==> src/ata_read_pkg.sv <==
// Purpose: Shared constants for the read command group task-file block
// Assumes: APB byte address is four times the register index
// Notes:   Opcodes, field positions, reset values and counts
package ata_read_pkg;

   // ----------------------------------------------------------------
   // Register indices (byte address = index * 4)
   // ----------------------------------------------------------------
   localparam logic [3:0]  IDX_DATA         = 4'h0;
   localparam logic [3:0]  IDX_FEATURE      = 4'h1;
   localparam logic [3:0]  IDX_SECT_CNT     = 4'h2;
   localparam logic [3:0]  IDX_SECT_NUM     = 4'h3;
   localparam logic [3:0]  IDX_CYL_LOW      = 4'h4;
   localparam logic [3:0]  IDX_CYL_HIGH     = 4'h5;
   localparam logic [3:0]  IDX_DRIVE_HEAD   = 4'h6;
   localparam logic [3:0]  IDX_COMMAND      = 4'h7;
   localparam logic [3:0]  IDX_CONFIG       = 4'h8;
   localparam logic [3:0]  IDX_STATUS       = 4'h9;
   localparam logic [3:0]  IDX_ERROR        = 4'ha;

   // ----------------------------------------------------------------
   // Opcodes and guard values
   // ----------------------------------------------------------------
   localparam logic [7:0]  OP_NOP           = 8'h00;
   localparam logic [7:0]  OP_READ_SECT     = 8'h20;
   localparam logic [7:0]  OP_READ_SECT_NR  = 8'h21;
   localparam logic [7:0]  OP_READ_LONG     = 8'h22;
   localparam logic [7:0]  OP_READ_LONG_NR  = 8'h23;
   localparam logic [7:0]  OP_KEY_MGMT      = 8'hb9;
   localparam logic [7:0]  OP_READ_MULT     = 8'hc4;
   localparam logic [7:0]  OP_READ_DMA      = 8'hc8;
   localparam logic [7:0]  OP_READ_BUF      = 8'he4;
   localparam logic [7:0]  FEA_KM_CHANGE    = 8'h81;
   localparam logic [15:0] KM_GUARD         = 16'hb26e;

   // ----------------------------------------------------------------
   // Field positions
   // ----------------------------------------------------------------
   localparam int          DH_LBA_BIT       = 6;
   localparam int          ST_BUSY_BIT      = 7;
   localparam int          ST_READY_BIT     = 6;
   localparam int          ST_DRQ_BIT       = 3;
   localparam int          ST_CORR_BIT      = 2;
   localparam int          ST_ERR_BIT       = 0;
   localparam int          CFG_EIGHT_BIT    = 0;
   localparam int          CFG_MULT_EN_BIT  = 1;
   localparam int          CFG_MULT_SET_BIT = 2;
   localparam int          CFG_BLK_LSB      = 8;
   localparam logic [7:0]  ERR_ABORT        = 8'h04;
   localparam logic [7:0]  ERR_UNCORR       = 8'h40;

   // ----------------------------------------------------------------
   // Counts and reset values
   // ----------------------------------------------------------------
   localparam logic [8:0]  WORDS_PER_SECT   = 9'h100;
   localparam logic [8:0]  MAX_SECTORS      = 9'h100;
   localparam logic [2:0]  ECC_BYTES        = 3'h4;
   localparam logic [7:0]  RST_DRIVE_HEAD   = 8'ha0;
   localparam logic [7:0]  RST_SECT_NUM     = 8'h01;
   localparam logic [7:0]  RST_ZERO         = 8'h00;

   typedef enum logic [1:0] {MED_OK, MED_CORRECTED, MED_UNCORRECTABLE, MED_RSVD} med_err_e;
   typedef enum {ST_IDLE, ST_FILL, ST_XFER} seq_state_e;
   typedef enum {K_PIO, K_BUF, K_LONG, K_MULT, K_DMA} cmd_kind_e;

endpackage : ata_read_pkg

==> src/ata_read_command_exec.sv <==
// Purpose: Task-file command execution for the read command group
// Assumes: Media fetch logic on pclk; DMA strobes arrive from pins
// Notes:   APB slave, one wait state on every access
`timescale 1ns/1ps
module ata_read_command_exec #(
   parameter int CHS_HEADS    = 16,
   parameter int CHS_SECTORS  = 63
) (
   input  wire  logic        pclk,
   input  wire  logic        presetn,
   input  wire  logic [11:0] paddr,
   input  wire  logic        psel,
   input  wire  logic        penable,
   input  wire  logic        pwrite,
   input  wire  logic [31:0] pwdata,
   output logic       [31:0] prdata,
   output logic              pready,
   output logic              pslverr,
   output logic              dma_request_line,
   input  wire  logic        dma_acknowledge_n,
   input  wire  logic        io_read_strobe_n,
   output logic       [15:0] dma_data,
   output logic              host_intrq,
   output logic              med_req,
   output logic       [27:0] med_addr,
   output logic              med_lba_mode,
   input  wire  logic [15:0] med_word,
   input  wire  logic        med_word_valid,
   input  wire  logic        med_done,
   input  wire  logic [31:0] med_ecc,
   input  wire  ata_read_pkg::med_err_e med_err,
   output logic              km_change_strobe
);
   import ata_read_pkg::*;
   if (CHS_HEADS < 1 || CHS_HEADS > 16 || CHS_SECTORS < 1 || CHS_SECTORS > 255) begin : g_geom_chk
      $error("Unsupported geometry");
   end
   // ----------------------------------------------------------------
   // State
   // ----------------------------------------------------------------
   seq_state_e  state_q;
   cmd_kind_e   kind_q;
   logic [7:0]  fea_q, cnt_q, snum_q, cyl_lo_q, cyl_hi_q, dh_q, err_q;
   logic        busy_q, drq_q, errbit_q, corr_q, irq_q;
   logic        eight_q, mult_en_q, mult_set_q;
   logic [7:0]  blk_size_q;
   logic [8:0]  sect_left_q, blk_pos_q, idx_q, fill_idx_q;
   logic [2:0]  ecc_idx_q;
   logic [31:0] ecc_q;
   logic        stop_q, pready_q, pslverr_q, med_req_q, km_q;
   logic [15:0] buf_mem [0:255];
   logic [31:0] prdata_q;
   logic [15:0] dma_data_q;
   logic [2:0]  strb_sync_q;
   logic [1:0]  ack_sync_q;
   // ----------------------------------------------------------------
   // Decode
   // ----------------------------------------------------------------
   logic        setup, acc, rd_acc, wr_acc, mapped;
   logic [3:0]  idx;
   logic        pio_pop, dma_pop, word_pop, ecc_pop;
   logic        sector_end, final_sector, block_end;
   logic [8:0]  blk_len, req_count;
   logic [27:0] lba_next;
   logic        last_word;
   assign idx       = paddr[5:2];
   assign mapped    = (paddr[11:6] == 6'h00) && (paddr[1:0] == 2'b00) && (idx <= IDX_ERROR);
   assign setup     = psel && penable && !pready_q;
   assign acc       = psel && penable && pready_q;
   assign rd_acc    = acc && !pwrite && mapped;
   assign wr_acc    = acc && pwrite && mapped;
   assign blk_len   = (blk_size_q == 8'h00) ? MAX_SECTORS : {1'b0, blk_size_q};
   assign req_count = (cnt_q == 8'h00) ? MAX_SECTORS : {1'b0, cnt_q};
   // PIO pops on data reads; DMA pops on a strobe fall with acknowledge
   assign pio_pop   = rd_acc && (idx == IDX_DATA) && drq_q && (kind_q != K_DMA) && (state_q == ST_XFER);
   assign dma_pop   = (state_q == ST_XFER) && (kind_q == K_DMA) && drq_q && !ack_sync_q[1]
                      && strb_sync_q[2] && !strb_sync_q[1];
   assign word_pop  = (pio_pop || dma_pop) && (idx_q < WORDS_PER_SECT);
   assign ecc_pop   = pio_pop && (kind_q == K_LONG) && (idx_q == WORDS_PER_SECT);
   assign last_word = word_pop && (idx_q == WORDS_PER_SECT - 9'h001);
   assign sector_end = (kind_q == K_LONG) ? (ecc_pop && ecc_idx_q == ECC_BYTES - 3'h1) : last_word;
   assign final_sector = (sect_left_q == 9'h001);
   assign block_end = (blk_pos_q == blk_len - 9'h001);
   // LOGICAL_BLOCK_ADDRESSING increment over the split task-file fields
   assign lba_next  = {dh_q[3:0], cyl_hi_q, cyl_lo_q, snum_q} + 28'h0000001;
   // ----------------------------------------------------------------
   // Pin synchronisers
   // ----------------------------------------------------------------
   always_ff @(posedge pclk or negedge presetn) begin
      if (!presetn) begin
         strb_sync_q <= 3'b111;
         ack_sync_q  <= 2'b11;
      end else begin
         strb_sync_q <= {strb_sync_q[1:0], io_read_strobe_n};
         ack_sync_q  <= {ack_sync_q[0], dma_acknowledge_n};
      end
   end
   // ----------------------------------------------------------------
   // APB answer
   // ----------------------------------------------------------------
   always_ff @(posedge pclk or negedge presetn) begin
      if (!presetn) begin
         pready_q  <= 1'b0;
         pslverr_q <= 1'b0;
         prdata_q  <= 32'h00000000;
      end else begin
         pready_q  <= setup;
         pslverr_q <= setup && !mapped;
         if (setup && !pwrite) begin
            case (idx)
               IDX_DATA:       prdata_q <= (kind_q == K_LONG && idx_q == WORDS_PER_SECT) ?
                                           {24'h000000, ecc_q[8*ecc_idx_q[1:0] +: 8]} :
                                           {16'h0000, buf_mem[idx_q[7:0]]};
               IDX_SECT_CNT:   prdata_q <= {24'h000000, cnt_q};
               IDX_SECT_NUM:   prdata_q <= {24'h000000, snum_q};
               IDX_CYL_LOW:    prdata_q <= {24'h000000, cyl_lo_q};
               IDX_CYL_HIGH:   prdata_q <= {24'h000000, cyl_hi_q};
               IDX_DRIVE_HEAD: prdata_q <= {24'h000000, dh_q};
               IDX_CONFIG:     prdata_q <= {16'h0000, blk_size_q, 5'h00, mult_set_q, mult_en_q, eight_q};
               IDX_STATUS:     prdata_q <= {24'h000000, busy_q, !busy_q, 2'b00, drq_q, corr_q, 1'b0, errbit_q};
               IDX_ERROR:      prdata_q <= {24'h000000, err_q};
               default:        prdata_q <= 32'h00000000;
            endcase
         end
      end
   end
   // ----------------------------------------------------------------
   // Sector buffer
   // ----------------------------------------------------------------
   always_ff @(posedge pclk) begin
      if (state_q == ST_FILL && med_word_valid && fill_idx_q < WORDS_PER_SECT) begin
         buf_mem[fill_idx_q[7:0]] <= med_word;
      end
   end
   always_ff @(posedge pclk or negedge presetn) begin
      if (!presetn) begin
         dma_data_q <= 16'h0000;
      end else if (dma_pop && idx_q < WORDS_PER_SECT) begin
         dma_data_q <= buf_mem[idx_q[7:0]];
      end
   end
   // ----------------------------------------------------------------
   // Configuration register
   // ----------------------------------------------------------------
   always_ff @(posedge pclk or negedge presetn) begin
      if (!presetn) begin
         eight_q    <= 1'b0;
         mult_en_q  <= 1'b0;
         mult_set_q <= 1'b0;
         blk_size_q <= RST_ZERO;
      end else if (wr_acc && idx == IDX_CONFIG) begin
         eight_q    <= pwdata[CFG_EIGHT_BIT];
         mult_en_q  <= pwdata[CFG_MULT_EN_BIT];
         mult_set_q <= pwdata[CFG_MULT_SET_BIT];
         blk_size_q <= pwdata[CFG_BLK_LSB +: 8];
      end
   end
   // ----------------------------------------------------------------
   // Interrupt line: set wins over the clear by a status read
   // ----------------------------------------------------------------
   logic irq_set;
   assign irq_set = (state_q == ST_FILL && med_done && (kind_q == K_PIO || kind_q == K_LONG ||
                     med_err == MED_UNCORRECTABLE || (kind_q == K_MULT && blk_pos_q == 9'h000)))
                 || (state_q == ST_XFER && sector_end && kind_q == K_DMA && final_sector)
                 || (wr_acc && idx == IDX_COMMAND && !busy_q && !drq_q &&
                     !(pwdata[7:0] inside {OP_READ_SECT, OP_READ_SECT_NR, OP_READ_LONG, OP_READ_LONG_NR}) &&
                     !(pwdata[7:0] == OP_READ_MULT && mult_set_q && mult_en_q) &&
                     !(pwdata[7:0] == OP_READ_DMA && !eight_q));
   always_ff @(posedge pclk or negedge presetn) begin
      if (!presetn) begin
         irq_q <= 1'b0;
      end else if (irq_set) begin
         irq_q <= 1'b1;
      end else if (rd_acc && idx == IDX_STATUS) begin
         irq_q <= 1'b0;
      end
   end

   // ----------------------------------------------------------------
   // Command sequencer and task file
   // ----------------------------------------------------------------
   always_ff @(posedge pclk or negedge presetn) begin
      if (!presetn) begin
         state_q     <= ST_IDLE;
         kind_q      <= K_PIO;
         fea_q       <= RST_ZERO;
         cnt_q       <= RST_SECT_NUM;
         snum_q      <= RST_SECT_NUM;
         cyl_lo_q    <= RST_ZERO;
         cyl_hi_q    <= RST_ZERO;
         dh_q        <= RST_DRIVE_HEAD;
         err_q       <= RST_ZERO;
         busy_q      <= 1'b0;
         drq_q       <= 1'b0;
         errbit_q    <= 1'b0;
         corr_q      <= 1'b0;
         sect_left_q <= 9'h000;
         blk_pos_q   <= 9'h000;
         idx_q       <= 9'h000;
         fill_idx_q  <= 9'h000;
         ecc_idx_q   <= 3'h0;
         ecc_q       <= 32'h00000000;
         stop_q      <= 1'b0;
         med_req_q   <= 1'b0;
         km_q        <= 1'b0;
      end else begin
         med_req_q <= 1'b0;
         km_q      <= 1'b0;
         case (state_q)
            ST_IDLE: begin
               if (wr_acc && !busy_q && !drq_q) begin
                  case (idx)
                     IDX_FEATURE:    fea_q    <= pwdata[7:0];
                     IDX_SECT_CNT:   cnt_q    <= pwdata[7:0];
                     IDX_SECT_NUM:   snum_q   <= pwdata[7:0];
                     IDX_CYL_LOW:    cyl_lo_q <= pwdata[7:0];
                     IDX_CYL_HIGH:   cyl_hi_q <= pwdata[7:0];
                     IDX_DRIVE_HEAD: dh_q     <= pwdata[7:0];
                     IDX_COMMAND: begin
                        errbit_q   <= 1'b0;
                        corr_q     <= 1'b0;
                        err_q      <= RST_ZERO;
                        stop_q     <= 1'b0;
                        blk_pos_q  <= 9'h000;
                        idx_q      <= 9'h000;
                        ecc_idx_q  <= 3'h0;
                        fill_idx_q <= 9'h000;
                        sect_left_q <= req_count;
                        case (pwdata[7:0])
                           OP_READ_SECT, OP_READ_SECT_NR: begin
                              kind_q <= K_PIO;
                              busy_q <= 1'b1;
                              med_req_q <= 1'b1;
                              state_q <= ST_FILL;
                           end
                           OP_READ_LONG, OP_READ_LONG_NR: begin
                              kind_q <= K_LONG;
                              sect_left_q <= 9'h001;
                              busy_q <= 1'b1;
                              med_req_q <= 1'b1;
                              state_q <= ST_FILL;
                           end
                           OP_READ_BUF: begin
                              kind_q <= K_BUF;
                              sect_left_q <= 9'h001;
                              drq_q <= 1'b1;
                              state_q <= ST_XFER;
                           end
                           OP_READ_MULT: begin
                              if (mult_set_q && mult_en_q) begin
                                 kind_q <= K_MULT;
                                 busy_q <= 1'b1;
                                 med_req_q <= 1'b1;
                                 state_q <= ST_FILL;
                              end else begin
                                 errbit_q <= 1'b1;
                                 err_q <= ERR_ABORT;
                              end
                           end
                           OP_READ_DMA: begin
                              if (!eight_q) begin
                                 kind_q <= K_DMA;
                                 busy_q <= 1'b1;
                                 med_req_q <= 1'b1;
                                 state_q <= ST_FILL;
                              end else begin
                                 errbit_q <= 1'b1;
                                 err_q <= ERR_ABORT;
                              end
                           end
                           OP_KEY_MGMT: begin
                              if (fea_q == FEA_KM_CHANGE && {cyl_hi_q, cyl_lo_q} == KM_GUARD) begin
                                 km_q <= 1'b1;
                              end else begin
                                 errbit_q <= 1'b1;
                                 err_q <= ERR_ABORT;
                              end
                           end
                           default: begin
                              errbit_q <= 1'b1;
                              err_q <= ERR_ABORT;
                           end
                        endcase
                     end
                     default: ;
                  endcase
               end
            end
            ST_FILL: begin
               if (med_word_valid && fill_idx_q < WORDS_PER_SECT) begin
                  fill_idx_q <= fill_idx_q + 9'h001;
               end
               if (med_done) begin
                  ecc_q <= med_ecc;
                  idx_q <= 9'h000;
                  ecc_idx_q <= 3'h0;
                  if (med_err == MED_CORRECTED && kind_q != K_LONG) begin
                     corr_q <= 1'b1;
                  end
                  if (med_err == MED_UNCORRECTABLE && kind_q != K_LONG) begin
                     errbit_q <= 1'b1;
                     err_q <= ERR_UNCORR;
                     if (kind_q == K_MULT) begin
                        stop_q <= 1'b1;
                        busy_q <= 1'b0;
                        drq_q <= 1'b1;
                        state_q <= ST_XFER;
                     end else begin
                        busy_q <= 1'b0;
                        state_q <= ST_IDLE;
                     end
                  end else begin
                     busy_q <= 1'b0;
                     drq_q <= 1'b1;
                     state_q <= ST_XFER;
                  end
               end
            end
            ST_XFER: begin
               if (word_pop) begin
                  idx_q <= idx_q + 9'h001;
               end
               if (ecc_pop) begin
                  ecc_idx_q <= ecc_idx_q + 3'h1;
               end
               if (sector_end) begin
                  drq_q <= 1'b0;
                  if (final_sector || (stop_q && block_end)) begin
                     if (kind_q != K_BUF) begin
                        cnt_q <= cnt_q - 8'h01;
                     end
                     state_q <= ST_IDLE;
                  end else begin
                     sect_left_q <= sect_left_q - 9'h001;
                     cnt_q <= cnt_q - 8'h01;
                     blk_pos_q <= block_end ? 9'h000 : blk_pos_q + 9'h001;
                     busy_q <= 1'b1;
                     fill_idx_q <= 9'h000;
                     med_req_q <= 1'b1;
                     state_q <= ST_FILL;
                     if (dh_q[DH_LBA_BIT]) begin
                        {dh_q[3:0], cyl_hi_q, cyl_lo_q, snum_q} <= lba_next;
                     end else if (snum_q < 8'(CHS_SECTORS)) begin
                        snum_q <= snum_q + 8'h01;
                     end else begin
                        snum_q <= RST_SECT_NUM;
                        if (dh_q[3:0] < 4'(CHS_HEADS - 1)) begin
                           dh_q[3:0] <= dh_q[3:0] + 4'h1;
                        end else begin
                           dh_q[3:0] <= 4'h0;
                           {cyl_hi_q, cyl_lo_q} <= {cyl_hi_q, cyl_lo_q} + 16'h0001;
                        end
                     end
                  end
               end
            end
            default: state_q <= ST_IDLE;
         endcase
      end
   end

   // ----------------------------------------------------------------
   // Outputs
   // ----------------------------------------------------------------
   assign prdata           = prdata_q;
   assign pready           = pready_q;
   assign pslverr          = pslverr_q;
   assign dma_request_line = (state_q == ST_XFER) && (kind_q == K_DMA) && drq_q;
   assign dma_data         = dma_data_q;
   assign host_intrq       = irq_q;
   assign med_req          = med_req_q;
   assign med_addr         = {dh_q[3:0], cyl_hi_q, cyl_lo_q, snum_q};
   assign med_lba_mode     = dh_q[DH_LBA_BIT];
   assign km_change_strobe = km_q;

endmodule : ata_read_command_exec

==> config.mk <==
export PLATFORM = sky130hd
export DESIGN_NAME = ata_read_command_exec
export DESIGN_NICKNAME = d
export VERILOG_FILES = /design/src/ata_read_pkg.sv /design/src/ata_read_command_exec.sv
export SDC_FILE = /design/constraint.sdc
export NUM_CORES = 2
export LEC_CHECK = 0
export BUFFER_PORTS_ARGS = -buffer_cell sky130_fd_sc_hd__buf_2
export CAP_MARGIN = 30
export CELL_PAD_IN_SITES_DETAIL_PLACEMENT = 0
export CELL_PAD_IN_SITES_GLOBAL_PLACEMENT = 1
export CORE_ASPECT_RATIO = 1.75
export CORE_MARGIN = 10
export CORE_UTILIZATION = 60
export CTS_CLUSTER_SIZE = 20
export DETAILED_ROUTE_END_ITERATION = 10
export PLACE_DENSITY_LB_ADDON = 0.1
export RECOVER_POWER = 50
export SYNTH_ARGS = -nofsm -noshare
export SYNTH_HDL_FRONTEND = slang
export SYNTH_SLANG_ARGS = --single-unit
==> constraint.sdc <==
create_clock -name pclk -period 9.95 [get_ports pclk]
set_clock_uncertainty 0.2 [all_clocks]
set_input_delay 1.99 -clock pclk [delete_from_list [all_inputs] [get_ports pclk]]
set_output_delay 1.99 -clock pclk [all_outputs]
set_load 0.01 [all_outputs]
==> Implementation_results.wiki <==
{| class="wikitable"
! Metric !! Value
|-
| DP Worst Slack || 4.08 ns
|-
| Result of the run || complete, but fails checks
|-
| Area contributors post-synth || sky130_fd_sc_hd__edfxtp_1 73%, sky130_fd_sc_hd__mux4_2 12%, sky130_fd_sc_hd__dfrtp_1 2.6%
|-
| Global-route wire length before repair || 727 mm
|-
| Number of buffers added by the clock tree synthesis step || 374
|-
| Power density over the cells || 184 mW/mm^2
|-
| Final wirelength || 525 mm
|-
| Total of flip-flops plus latches after synthesis || 4280
|-
| Violations in the final reports || max-capacitance violations, max-slew violations
|-
| Share of layout cells above drive strength 1 || 24.8%
|-
| Library cells used by synthesis || 95
|-
| Sequential area share after synthesis || 75.6%
|-
| GP Congestion || 0.980
|-
| Post-CTS setup repair buffer count || 0
|-
| I/O pins || 186
|-
| Final count of pins violating max slew || 2396
|-
| CTS tree || yes
|-
| Die boundary height || 722 um
|-
| Critical Path Source Type || input port
|-
| Area occupied by registers || 0.128 mm^2
|-
| Site row count || 257
|-
| Unrepaired setup endpoints after global routing || no
|-
| Initial standard-cell utilization of the core || 60.3%
|-
| Fin. Hold Viols || 0
|-
| Post-CTS Hold Buffers || 0
|-
| Largest net degree at the start of global routing || 153
|-
| Transition time of the tightest slew-check pin || 6.12 ns
|-
| CP cell instances || clkbuf_1 -> clkbuf_2
|-
| Fraction of the cycle the final worst path needs || 76.5%
|-
| Antenna-violating nets left || 0
|-
| Ys flop type || sky130_fd_sc_hd__edfxtp_1
|-
| Area of the core || 0.280 mm^2
|-
| Max capacitance violation total || 42
|-
| Die outline width || 421 um
|-
| Worst Path Arrival || 7.89 ns
|-
| LEAKAGE || 62.9 nW
|-
| Full die area || 0.304 mm^2
|-
| Mapped cell area || 0.169 mm^2
|-
| Worst Path Buf+Inv || 2
|-
| Clock tree root buffer cell || sky130_fd_sc_hd__clkbuf_16
|-
| Aggregate negative setup slack || 0 ns
|-
| Via count of the first global-routing pass || 92230
|-
| Shortest period the worst path allows || 7.62 ns
|-
| Detailed Place HPWL || 330 mm
|-
| Data required, critical path || 10.22 ns
|-
| Area share of the leading cell type in the synthesized netlist || 72.9%
|-
| Average footprint of a synthesized cell || 19.9 um^2
|-
| H-tree levels || 5
|-
| Max transition margin || -308%
|-
| Remaining routing DRC violations || 0
|-
| Number of enable flip-flop cells after synthesis || 4096
|-
| Post-detailed-route wirelength per cell || 40.0 um
|-
| Final hold slack || 0.163 ns
|-
| Initial antenna violation count || 29
|-
| Highest clock frequency the design can meet || 131 MHz
|-
| Synthesis-to-finish area growth || 12.1%
|-
| Kind of cell adding the most delay to the critical path || buffers and inverters
|-
| Critical path fanouts, max || 112
|-
| Longest Clk Path Bufs || 4
|-
| Worst VDD drop || 0.209 mV
|-
| Number of warnings issued by yosys || 0
|-
| Vias after detailed routing || 92218
|-
| Violation count after the first detailed-routing iteration || 12767
|-
| Crit. End Element || register
|-
| Multi-input logic area || 0.0388 mm^2
|-
| Worst hold path type || register to register
|-
| CTS clk-pin slew, worst paths || 0.06 ns
|-
| Worst stage delay on the critical path || 3.84 ns
|-
| Number of endpoints failing setup at the final stage || 0
|-
| # fillers || 18047
|-
| Residual overflow from global routing || 0
|-
| Highest-delay cell along the critical path || sky130_fd_sc_hd__clkbuf_1
|-
| Cell area after placement || 0.177 mm^2
|-
| Aggregate global-route resource usage || 34.3%
|-
| Total iterations of the first detailed-routing run || 5
|-
| Post_cts resized || 0
|-
| Finished layout cell area || 0.189 mm^2
|-
| Area leader, netlist || sky130_fd_sc_hd__edfxtp_1
|-
| Number of buffers inserted by port buffering || 153
|-
| Post-Synthesis Cells || 8499
|-
| Final Util || 67.5%
|-
| Worst skew pair latency || 0.96 ns
|-
| Setup WS post-layout || 2.33 ns
|-
| Sink count of the clock tree || 4280
|-
| Total number of nets in the final design || 9176
|-
| Type of the worst setup path || input port to register
|-
| Ratio of routed vias to standard cells || 7.02
|-
| Synth async-reset ratio || 4.30%
|}
## cell usage after synthesis (71+ instances only)
library cell,instances
sky130_fd_sc_hd__dfrtp_1,175
sky130_fd_sc_hd__buf_2,71
sky130_fd_sc_hd__nand3_1,95
sky130_fd_sc_hd__a21oi_1,177
sky130_fd_sc_hd__clkbuf_1,271
sky130_fd_sc_hd__buf_4,122
sky130_fd_sc_hd__mux4_2,893
sky130_fd_sc_hd__a22oi_1,113
sky130_fd_sc_hd__nand2_1,308
sky130_fd_sc_hd__o22ai_1,111
sky130_fd_sc_hd__mux2_2,100
sky130_fd_sc_hd__o221ai_1,99
sky130_fd_sc_hd__edfxtp_1,4096
sky130_fd_sc_hd__o21ai_0,177
sky130_fd_sc_hd__mux2i_1,433
sky130_fd_sc_hd__nor2_1,451
## sequential cells by signal (all words and copies together), names as in the netlist, 2 cells and up
register     count
strb_sync_q      3
kind_q           3
sect_left_q      9
fill_idx_q       9
snum_q           8
ecc_q           32
state_q          2
cyl_hi_q         8
cyl_lo_q         8
ecc_idx_q        3
fea_q            8
blk_size_q       8
buf_mem       4096
err_q            2
prdata          16
cnt_q            8
ack_sync_q       2
idx_q            9
dma_data        16
dh_q             8
blk_pos_q        9
## per-layer routing
metal / track usage, % / wire length [um] / up-vias
met2: 56.1 / 258000 / 6062
met3: 6.79 / 53500 / 1487
li1: - / - / 36294
met5: 0 / 91 / -
met1: 41.0 / 167000 / 48363
met4: 24.5 / 46500 / 12
## cell families (layout without fill, tap and decap cells)
family / count (synthesis) / count (layout) / share of synthesized area, %
flops: 4280 / 4280 / 75.6
compound gates: 1027 / 1027 / 4.19
xor+xnor: 18 / 18 / 0.0934
fa+ha+maj: 21 / 21 / 0.156
simple gates: 1160 / 1160 / 3.12
other cells: 1 / 46 / 0.00222
buf+inv: 564 / 1408 / 1.67
mux: 1428 / 1428 / 15.2
## power breakdown
part / switching (W) / internal, W
clock: 0.00651 / 0.00817
combinational: 0.000365 / 0.0000442
sequential: 0.00000377 / 0.0198
total: 0.00688 / 0.0280
## final cells by class
cell class,count,area share [%]
flip-flops and latches,4280,67.5
multi-input cells,3670,20.5
clock buffers,460,5.29
repair buffers,678,2.96
well taps,3755,2.48
clock inverters,222,1.12
inverters,48,0.105
diodes,30,0.0397
## metrics by stage
step                      instances  total power, W
after floorplan                8514          0.0202
after global placement        12339          0.0205
after detailed placement      12416          0.0205
after CTS                     13098          0.0349
after global routing          13122          0.0356
final                         13143          0.0348
## path summary, 6_finish.rpt
path | slack, ns | from | cells after the start | end
max | 2.33 | med_word[4] | 2 | buf_mem[244][4]$_DFFE_PP_
min | 0.16 | strb_sync_q[0]$_DFF_PN1_ | 0 | strb_sync_q[1]$_DFF_PN1_
max reg2reg | 3.86 | idx_q[1]$_DFFE_PN0P_ | 12 | prdata[8]$_DFFE_PN0P_
min reg2reg | 0.16 | strb_sync_q[0]$_DFF_PN1_ | 0 | strb_sync_q[1]$_DFF_PN1_
max in group asynchronous | 3.02 | presetn | 2 | idx_q[2]$_DFFE_PN0P_
min in group asynchronous | 2.51 | presetn | 1 | sect_left_q[8]$_DFFE_PN0P_
## layout by cell type (no fill, tap or decap), drive strengths merged, types with 56 or more instances in the layout
cell	count
nor3	65
mux2i	433
nor2	453
clkinv	158
dfrtp	175
a21oi	178
a22oi	113
inv	56
mux2	102
o221ai	99
o22ai	111
clkbuf	519
buf	618
o21ai	182
nand2	308
mux4	893
nand3	95
edfxtp	4096
(Power assumes the default switching activity.)
